==> config.mk <==
export PLATFORM = sky130hd
export DESIGN_NAME = bps_responder
export DESIGN_NICKNAME = d
export VERILOG_FILES = /design/src/design/bps_pkg.sv /design/src/design/bps_responder.sv
export SDC_FILE = /design/constraint.sdc
export NUM_CORES = 1
export LEC_CHECK = 0
export BUFFER_PORTS_ARGS = -buffer_cell sky130_fd_sc_hd__buf_2
export CORE_AREA = 4 4 107 109
export CTS_BUF_LIST = sky130_fd_sc_hd__clkbuf_8
export CTS_CLUSTER_DIAMETER = 100
export DETAILED_ROUTE_END_ITERATION = 16
export DIE_AREA = 0 0 111 113
export GPL_TIMING_DRIVEN = 0
export PLACE_DENSITY = 0.87
export SLEW_MARGIN = 15
export SYNTH_ARGS = -nofsm -noshare
export SYNTH_HDL_FRONTEND = slang
export SYNTH_SLANG_ARGS = --single-unit
==> constraint.sdc <==
create_clock -name clk_sys -period 6.65 [get_ports clk_sys]
set_clock_uncertainty 0.15 [all_clocks]
set_input_delay 0.3325 -clock clk_sys [delete_from_list [all_inputs] [get_ports clk_sys]]
set_output_delay 0.3325 -clock clk_sys [all_outputs]
set_load 0.03 [all_outputs]
==> src/design/bps_pkg.sv <==
// constants and types for the poll/select responder
package bps_pkg;
	localparam logic [7:0] NO_DEV_BYTE = 8'h7f;
	localparam logic [7:0] TERM_BYTE = 8'h2d;
	localparam logic [7:0] SEL_OFFSET = 8'h20;
	localparam logic [7:0] EXC_A_POLL = 8'hc1;
	localparam logic [7:0] EXC_A_SEL = 8'h61;
	localparam logic [7:0] EXC_B_POLL = 8'h50;
	localparam logic [7:0] EXC_B_SEL = 8'hf0;
	localparam logic [7:0] CLUSTER_RST = 8'h40;
	localparam int CLK_HZ = 100000000;
	localparam int DEADLINE_S = 3;
	localparam longint DEADLINE_CYC_L = longint'(CLK_HZ) * DEADLINE_S;
	localparam logic [31:0] DEADLINE_CYC = DEADLINE_CYC_L[31:0];
	typedef enum logic [2:0] {
		BPS_C1 = 3'b000,
		BPS_C2 = 3'b001,
		BPS_D1 = 3'b010,
		BPS_D2 = 3'b011,
		BPS_TERM = 3'b100
	} bps_state_t;
	typedef enum logic [1:0] {
		BPS_ANS_NONE = 2'b00,
		BPS_ANS_EOT = 2'b01,
		BPS_ANS_ACK = 2'b10,
		BPS_ANS_STAT = 2'b11
	} bps_ans_t;
endpackage

==> src/design/bps_responder.sv <==
// poll and select recogniser with answer generation
`timescale 1ns/1ns
// Operation
// - answer every poll within three seconds
// - idle cluster answers general poll with eot
// - idle device answers specific poll with eot
// - select cluster byte is poll plus 20
// - c1 selects as 61, 50 as f0
// - ready selected device answers with ack
// - report attention status, device-return on recovery
// - honour reverse input hold from host
// - printer select starts call when enabled
module bps_responder
	import bps_pkg::*;
#(
	parameter int DEV_N = 32,
	parameter logic [31:0] DEADLINE = DEADLINE_CYC
) (
	// clock and reset
	input wire logic clk_sys,
	input wire logic rst_n,
	// received line bytes
	input wire logic [7:0] rx_byte,
	input wire logic rx_valid,
	// configuration
	input wire logic [7:0] cluster_addr,
	input wire logic autocall_en,
	// device side status, per device index (device byte low five bits)
	input wire logic [DEV_N-1:0] dev_pending,
	input wire logic [DEV_N-1:0] dev_ready,
	input wire logic [DEV_N-1:0] dev_failed,
	input wire logic [DEV_N-1:0] dev_is_printer,
	input wire logic reverse_input_hold,
	// answer to host
	output logic ans_valid,
	output bps_ans_t ans_kind,
	output logic [7:0] ans_dev,
	output logic operator_attention_status,
	output logic device_return_status,
	output logic input_held,
	output logic line_timeout,
	// call request to host_side_assembler
	output logic call_start,
	output logic [7:0] call_dev
);
	bps_state_t st_reg, st_next;
	logic sel_reg, sel_next;
	logic gen_reg, gen_next;
	logic [7:0] dev_reg, dev_next;
	logic ans_valid_next, att_next, ret_next, call_next;
	bps_ans_t kind_next;
	logic [7:0] ans_dev_next, call_dev_next;
	logic [DEV_N-1:0] att_reg, att_set_next;
	logic [31:0] tmr_reg, tmr_next;
	logic to_next;
	logic [7:0] sel_addr;
	logic [4:0] idx;
	logic att_out_reg, ret_out_reg;

	// select form of our cluster address
	always_comb begin
		if (cluster_addr == EXC_A_POLL)
			sel_addr = EXC_A_SEL;
		else if (cluster_addr == EXC_B_POLL)
			sel_addr = EXC_B_SEL;
		else
			sel_addr = cluster_addr + SEL_OFFSET;
	end

	assign idx = dev_reg[4:0];

	// sequence recognition and answer choice
	always_comb begin
		st_next = st_reg;
		sel_next = sel_reg;
		gen_next = gen_reg;
		dev_next = dev_reg;
		ans_valid_next = 1'b0;
		kind_next = BPS_ANS_NONE;
		ans_dev_next = ans_dev;
		att_next = 1'b0;
		ret_next = 1'b0;
		call_next = 1'b0;
		call_dev_next = call_dev;
		att_set_next = att_reg;
		// device failure latches attention; recovery queues device-return
		att_set_next = att_reg | dev_failed;
		if (rx_valid) begin
			case (st_reg)
			BPS_C1: begin
				if (rx_byte == cluster_addr) begin
					sel_next = 1'b0;
					st_next = BPS_C2;
				end else if (rx_byte == sel_addr) begin
					sel_next = 1'b1;
					st_next = BPS_C2;
				end
			end
			BPS_C2: begin
				if (rx_byte == (sel_reg ? sel_addr : cluster_addr))
					st_next = BPS_D1;
				else
					st_next = BPS_C1;
			end
			BPS_D1: begin
				dev_next = rx_byte;
				st_next = BPS_D2;
			end
			BPS_D2: begin
				gen_next = (rx_byte == NO_DEV_BYTE) && (dev_reg == NO_DEV_BYTE);
				st_next = (rx_byte == dev_reg) ? BPS_TERM : BPS_C1;
			end
			BPS_TERM: begin
				st_next = BPS_C1;
				if (rx_byte == TERM_BYTE) begin
					ans_valid_next = 1'b1;
					ans_dev_next = dev_reg;
					if (sel_reg) begin
						if (dev_ready[idx] && !att_reg[idx]) begin
							kind_next = BPS_ANS_ACK;
							if (autocall_en && dev_is_printer[idx]) begin
								call_next = 1'b1;
								call_dev_next = dev_reg;
							end
						end else begin
							kind_next = BPS_ANS_STAT;
							att_next = 1'b1;
						end
					end else if (gen_reg) begin
						if (|att_reg || |dev_pending)
							kind_next = BPS_ANS_STAT;
						else
							kind_next = BPS_ANS_EOT;
					end else if (reverse_input_hold) begin
						kind_next = BPS_ANS_EOT;
					end else if (att_reg[idx] && !dev_failed[idx]) begin
						kind_next = BPS_ANS_STAT;
						ret_next = 1'b1;
						att_set_next[idx] = 1'b0;
					end else if (att_reg[idx]) begin
						kind_next = BPS_ANS_STAT;
						att_next = 1'b1;
					end else if (dev_pending[idx]) begin
						kind_next = BPS_ANS_STAT;
					end else begin
						kind_next = BPS_ANS_EOT;
					end
				end
			end
			default: st_next = BPS_C1;
			endcase
		end
	end

	// response deadline watch: counts from first byte to answer
	always_comb begin
		tmr_next = tmr_reg;
		to_next = 1'b0;
		if (ans_valid_next || st_reg == BPS_C1)
			tmr_next = '0;
		else if (tmr_reg >= DEADLINE - 32'h1) begin
			tmr_next = '0;
			to_next = 1'b1;
		end else
			tmr_next = tmr_reg + 32'h1;
	end

	// state and output registers
	always_ff @(posedge clk_sys) begin
		if (!rst_n) begin
			st_reg <= BPS_C1;
			sel_reg <= 1'b0;
			gen_reg <= 1'b0;
			dev_reg <= 8'h00;
			att_reg <= '0;
			tmr_reg <= '0;
			ans_valid <= 1'b0;
			ans_kind <= BPS_ANS_NONE;
			ans_dev <= 8'h00;
			att_out_reg <= 1'b0;
			ret_out_reg <= 1'b0;
			line_timeout <= 1'b0;
			call_start <= 1'b0;
			call_dev <= 8'h00;
			input_held <= 1'b0;
		end else begin
			st_reg <= to_next ? BPS_C1 : st_next;
			sel_reg <= sel_next;
			gen_reg <= gen_next;
			dev_reg <= dev_next;
			att_reg <= att_set_next;
			tmr_reg <= tmr_next;
			ans_valid <= ans_valid_next;
			ans_kind <= kind_next;
			ans_dev <= ans_dev_next;
			att_out_reg <= att_next;
			ret_out_reg <= ret_next;
			line_timeout <= to_next;
			call_start <= call_next;
			call_dev <= call_dev_next;
			input_held <= reverse_input_hold;
		end
	end

	assign operator_attention_status = att_out_reg;
	assign device_return_status = ret_out_reg;
endmodule

== Word level (Yosys, flattened, before mapping) ==
Index checks and enable logic that the tools add are counted.
Storage, ports and cells
  bits of input ports: 149
  output and inout bits: 24
  bits in registers: 101
Cells by class
  reduce and logical (&&, ||, !) cells: 24
  mux-type cells: 50
  bitwise gates (word level): 7
  eq/ne operators: 14
  order comparisons: 3
  add/sub/neg operators: 2
Operators by type and width (count)
  2-to-1 mux 32 bit: 7
  OR reduction 32 bit: 2
  adder 32 x 1 -> 32 bit, second input constant: 1
  AND 32 bit: 1
  equality test 8 bit: 4
  greater-or-equal comparator 32 x 29 -> 1 bit, second input constant: 1
  NOT 32 bit: 1
  OR 32 bit: 1
  binary-select mux 1 bit (select 5 bit): 5
  equality test 8 x 7 -> 1 bit, second input constant: 3
  2-to-1 mux 8 bit: 3
  2-to-1 mux 1 bit: 22
  2-to-1 mux 2 bit: 8
  one-hot mux 3 bit (4 select lines): 1
  AND reduction 6 bit: 2
  2-to-1 mux 3 bit: 3
  adder 8 x 6 -> 8 bit, second input constant: 1
  equality test 8 x 6 -> 1 bit, second input constant: 1
  equality test 8 bit, second input constant: 1
  OR reduction 7 bit: 1
  equality test 3 x 2 -> 1 bit, second input constant: 2
  less-than comparator 5 x 6 -> 1 bit, second input constant: 1
  AND reduction 2 bit: 3
  AND reduction 3 bit: 2
  other kinds (14): 23

== Depth between registers and ports, before layout ==
  depth after elaboration: 13
  gate-level depth with buffers: 11
  depth with buffers taken out: 8

== Worst setup path after synthesis ==
Ideal clock, no wire load.
  path kind: register -> register
  from: register dev_reg[1]
  to: register att_reg[29]
  clock period less this slack: 2399 ps
  stages on the path, launching flop included: 12
  path slack: 4251 ps
  arrival time: 2104 ps
  library setup time: 145 ps
  buffers on the path: 4
  path through: dfxtp_1 buf_6 buf_12 buf_8 mux2_2 o22ai_1 nor2_1 a31oi_1 nand2_2 nor3_4 buf_6 a41oi_1
Between the ends
  word-level cells in the longest chain between the ends: 13
  elaborated cells between the ends (all ways): 20
RTL lines
  start: declaration: line bps_responder.sv:49  | logic [7:0] dev_reg, dev_next;
  start signal: assignment: line bps_responder.sv:190  | dev_reg <= dev_next;
  less-than comparator 5 x 6 -> 1 bit (not written as such) / greater-or-equal comparator 5 x 1 -> 1 bit (equally long branches): line bps_responder.sv:139  | att_set_next[idx] = 1'b0;
  logical AND 1 bit (not written as such): line bps_responder.sv:139
  2-to-1 mux 1 bit (not written as such): line bps_responder.sv:139
  demux 1 bit (select 5 bit): line bps_responder.sv:139
  NOT 32 bit (no source line)
  AND 32 bit (no source line)
  2-to-1 mux 32 bit *: line bps_responder.sv:136  | end else if (att_reg[idx] && !dev_failed[idx]) begin
  2-to-1 mux 32 bit *: line bps_responder.sv:134  | end else if (reverse_input_hold) begin
  2-to-1 mux 32 bit *: line bps_responder.sv:129  | end else if (gen_reg) begin
  2-to-1 mux 32 bit *: line bps_responder.sv:118  | if (sel_reg) begin
  2-to-1 mux 32 bit *: line bps_responder.sv:115  | if (rx_byte == TERM_BYTE) begin
  2-to-1 mux 32 bit *: line bps_responder.sv:89  | case (st_reg)
  2-to-1 mux 32 bit *: line bps_responder.sv:88  | if (rx_valid) begin
  end signal: assignment: line bps_responder.sv:191  | att_reg <= att_set_next;
  end: declaration: line bps_responder.sv:53  | logic [DEV_N-1:0] att_reg, att_set_next;
Mark *: on every way between the ends. The rest lies on a longest branch, timed or not. The select of a mux whose other input is x is not followed.
A chain may end at the register's enable or synchronous reset.

== Final worst setup path ==
  from: register dev_reg[3]
  to: register att_reg[0]
Same word-level chain as after synthesis.

==> summary.md <==
| Metric | Value |
|---|---|
| Critical path endpoint category | flop |
| WP buf/inv | 1 |
| Sum Neg Setup Slack | 0 ns |
| Worst-Margin Slew | 0.874 ns |
| DR pass1 iterations | 5 |
| # diodes | 0 |
| Max Buffers Root-to-Sink | 2 |
| Vias in the first global route | 5,992 |
| Register area | 0.00202 sq mm |
| CTS Hold Bufs | 0 |
| CTS resizes | 0 |
| Row cnt | 38 |
| Post-route ant nets | 0 |
| Post-synthesis xor/xnor area fraction | 0.0644 |
| Synth-to-Final Area Change | 20.5% |
| Seq/Total Area, Yosys | 0.338 |
| Initial antenna violation count | 0 |
| Global routing usage on met3 | 0.0813 |
| CP required | 6.72 ns |
| CTS clock-pin slew for the worst setup and hold paths | 0.12 ns |
| Detailed-placement wirelength estimate | 15.3 mm |
| Via count | 6,177 |
| I/O Pins | 173 |
| Top-count cell post-synth | dfxtp_1 |
| Sw Ratio | 0.283 |
| Routed WL | 19.5 mm |
| Largest stage delay on the critical path | 0.72 ns |
| Multiplexer share of the synthesized area | 0.188 |
| Residual DRC count | 0 |
| Worst skew pair latency | 0.38 ns |
| Routing usage on met2 | 0.508 |
| Area of the multi-input gates | 0.00369 sq mm |
| Die ar. | 0.0125 sq mm |
| Die X | 111 microns |
| Synth top area share | 0.338 |
| Global-route wire length before repair | 30.5 mm |
| Pwr Total | 1.17 mW |
| Total power per unit cell area | 162 mW/mm^2 |
| Crit-path leading delay family | simple AND/OR/NAND/NOR gates |
| CP max-delay cell | nor3_1 |
| Final period utilization | 0.451 |
| Clock share of power | 0.340 |
| Largest family of logic cells by synthesized area | simple AND/OR/NAND/NOR gates |
| CTS tree | done |
| RSZ-0062 raised after global routing | no |
| Critical path, cell by cell | buf_2 > nor3_1 > nand2_1 > o21ai_1 > nor4_4 > or3_4 > nor3_4 > a21oi_1 |
| Area of the mapped netlist | 0.00599 sq mm |
| Setup CP Type | reg -> reg |
| Post-synthesis adder-cell area fraction | 0.00418 |
| Asr flop ratio synth | 0 |
| Post-synthesis compound-gate area fraction | 0.133 |
| CP arrival | 3.07 ns |
| Cell variety after synth | 72 |
| Syn_area_per_cell | 9.07 sq um |
| GR peak layer | met2 |
| Mean number of vias per cell | 6.26 |
| Die Span Y | 113 microns |
| Maximum VDD drop | 0.000141 V |
| Switch Pwr | 0.331 mW |
| CTS buffer count | 9 |
| Port Buffers | 169 |
| Comb power frac | 0.119 |
| Post-synth EDFFs | 0 |
| Yosys warnings | 0 |
| Met1 Use GR | 0.361 |
| DR iter-0 viols | 619 |
| Final WS setup | 3.65 ns |
| Root buffer cell | clkbuf_8 |
| Post-CTS Repair Setup Buffers | 0 |
| WL/cell | 19.8 microns |
| Hold WC Path Type | in -> reg |
| Clk sink count | 101 |
| Post-Synth Simple-Gate Area | 0.224 |
| Pleak | 2.78 nW |
| Most frequent cells after synthesis | dfxtp_1 (101), mux2i_1 (59), nor2_1 (54), o21ai_0 (38), nand2_1 (37) |
| Max_cap viols | 0 |
| Fillers | 847 |
| Routability cong. | 0.977 |
| Seq cells post-synth | 101 |
| Setup WS pre-CTS | 3.74 ns |
| R2R Setup Slk | 3.65 ns |
| FMAX | 334 MHz |
| Internal | 0.839 mW |
| Utilization after layout | 0.680 |
| Initial Util | 0.565 |
| Grt total ovfl | 0 |
| Endpoints failing hold | 0 |
| Slew HR | 0.413 |
| Status | completed |
| Fin Hold WS | 0.0348 ns |
| Nets | 993 |
| Worst Path Max Fanout | 10 |
| Core ar. | 0.0106 sq mm |
| Final Max Slew Viols | 0 |
| Synth Instances | 660 |
| Total GRT Usage | 0.301 |
| Seq pwr share | 0.541 |
| Cell type with the largest total area after synthesis | dfxtp_1 |
| H-tree levels | 3 |
| Fraction of layout instances using a drive strength above 1 | 0.289 |
| Pin count of the biggest net entering global routing | 21 |
| Final setup fails | 0 |
| Minimum clock period after layout | 3.00 ns |
| Ys flop type | dfxtp_1 |
| Synth area leaders | dfxtp_1 (34%), mux2i_1 (9.9%), mux4_2 (4.5%) |
| CP startpoint kind | flop |
layer usage:
metal / vias to the layer above / wire (microns)
li1: 2832 / -
met1: 2848 / 7380
met2: 416 / 9010
met3: 81 / 2230
met4: 0 / 891
met5: - / 0
layout make-up:
| type | instances | area share |
|---|---|---|
| well taps | 140 | 0.0243 |
| repair buffers | 169 | 0.117 |
| clock buffers | 9 | 0.0172 |
| plain buffers | 45 | 0.0349 |
| clock inverters | 7 | 0.0104 |
| multi-input cells | 508 | 0.512 |
| flip-flops and latches | 101 | 0.280 |
| inverters | 8 | 0.00416 |
cells by family (layout without fill, tap and decap cells):
logic type      count (synthesis)  after routing
xor+xnor                       44             44
compound gates                124            124
flops                         101            101
other cells                     1              3
fa+ha+maj                       2              2
simple gates                  243            243
mux                            92             92
buf+inv                        53            238
worst paths after layout:
check,from,endpoint,cells after the start
min reg2reg,tmr_reg[0]$_SDFF_PP0_,tmr_reg[0]$_SDFF_PP0_,1
min,autocall_en,call_start$_SDFF_PN0_,3
max reg2reg,dev_reg[3]$_SDFFE_PN0P_,att_reg[0]$_SDFF_PN0_,8
max,dev_reg[3]$_SDFFE_PN0P_,att_reg[0]$_SDFF_PN0_,8
cells in the final DEF (no fill, tap or decap), types with 19 or more instances in the layout:
cell and n:
nand3_1 25, xnor2_1 19, o21ai_0 38, nand2_1 37, mux2i_1 59, dfxtp_1 101, nor2b_1 19, clkbuf_1 22
nor4_1 32, buf_2 180, nor2_1 54, xor2_1 25, a21oi_1 27
tightest hold or removal path: stages:
cell and delay, ns:
buf_2 0.11, nand3_1 0.06, nor2_1 0.03
metrics by stage:
stage | area, sq um | instances
floorplan | 5990 | 662
detailed placement | 7010 | 971
finish | 7210 | 987
global placement | 7010 | 971
CTS | 7210 | 987
global route | 7210 | 987
power groups by stage:
stage,Sequential [mW],Clock (mW),Combinational (mW)
4_1_cts,0.632,0.400,0.136
2_1_floorplan,0.642,0,0.0639
3_5_place_dp,0.645,0,0.135
5_1_grt,0.634,0.422,0.151
3_3_place_gp,0.645,0,0.132
6_report,0.632,0.398,0.140
Power figures use the tool's default switching activity.
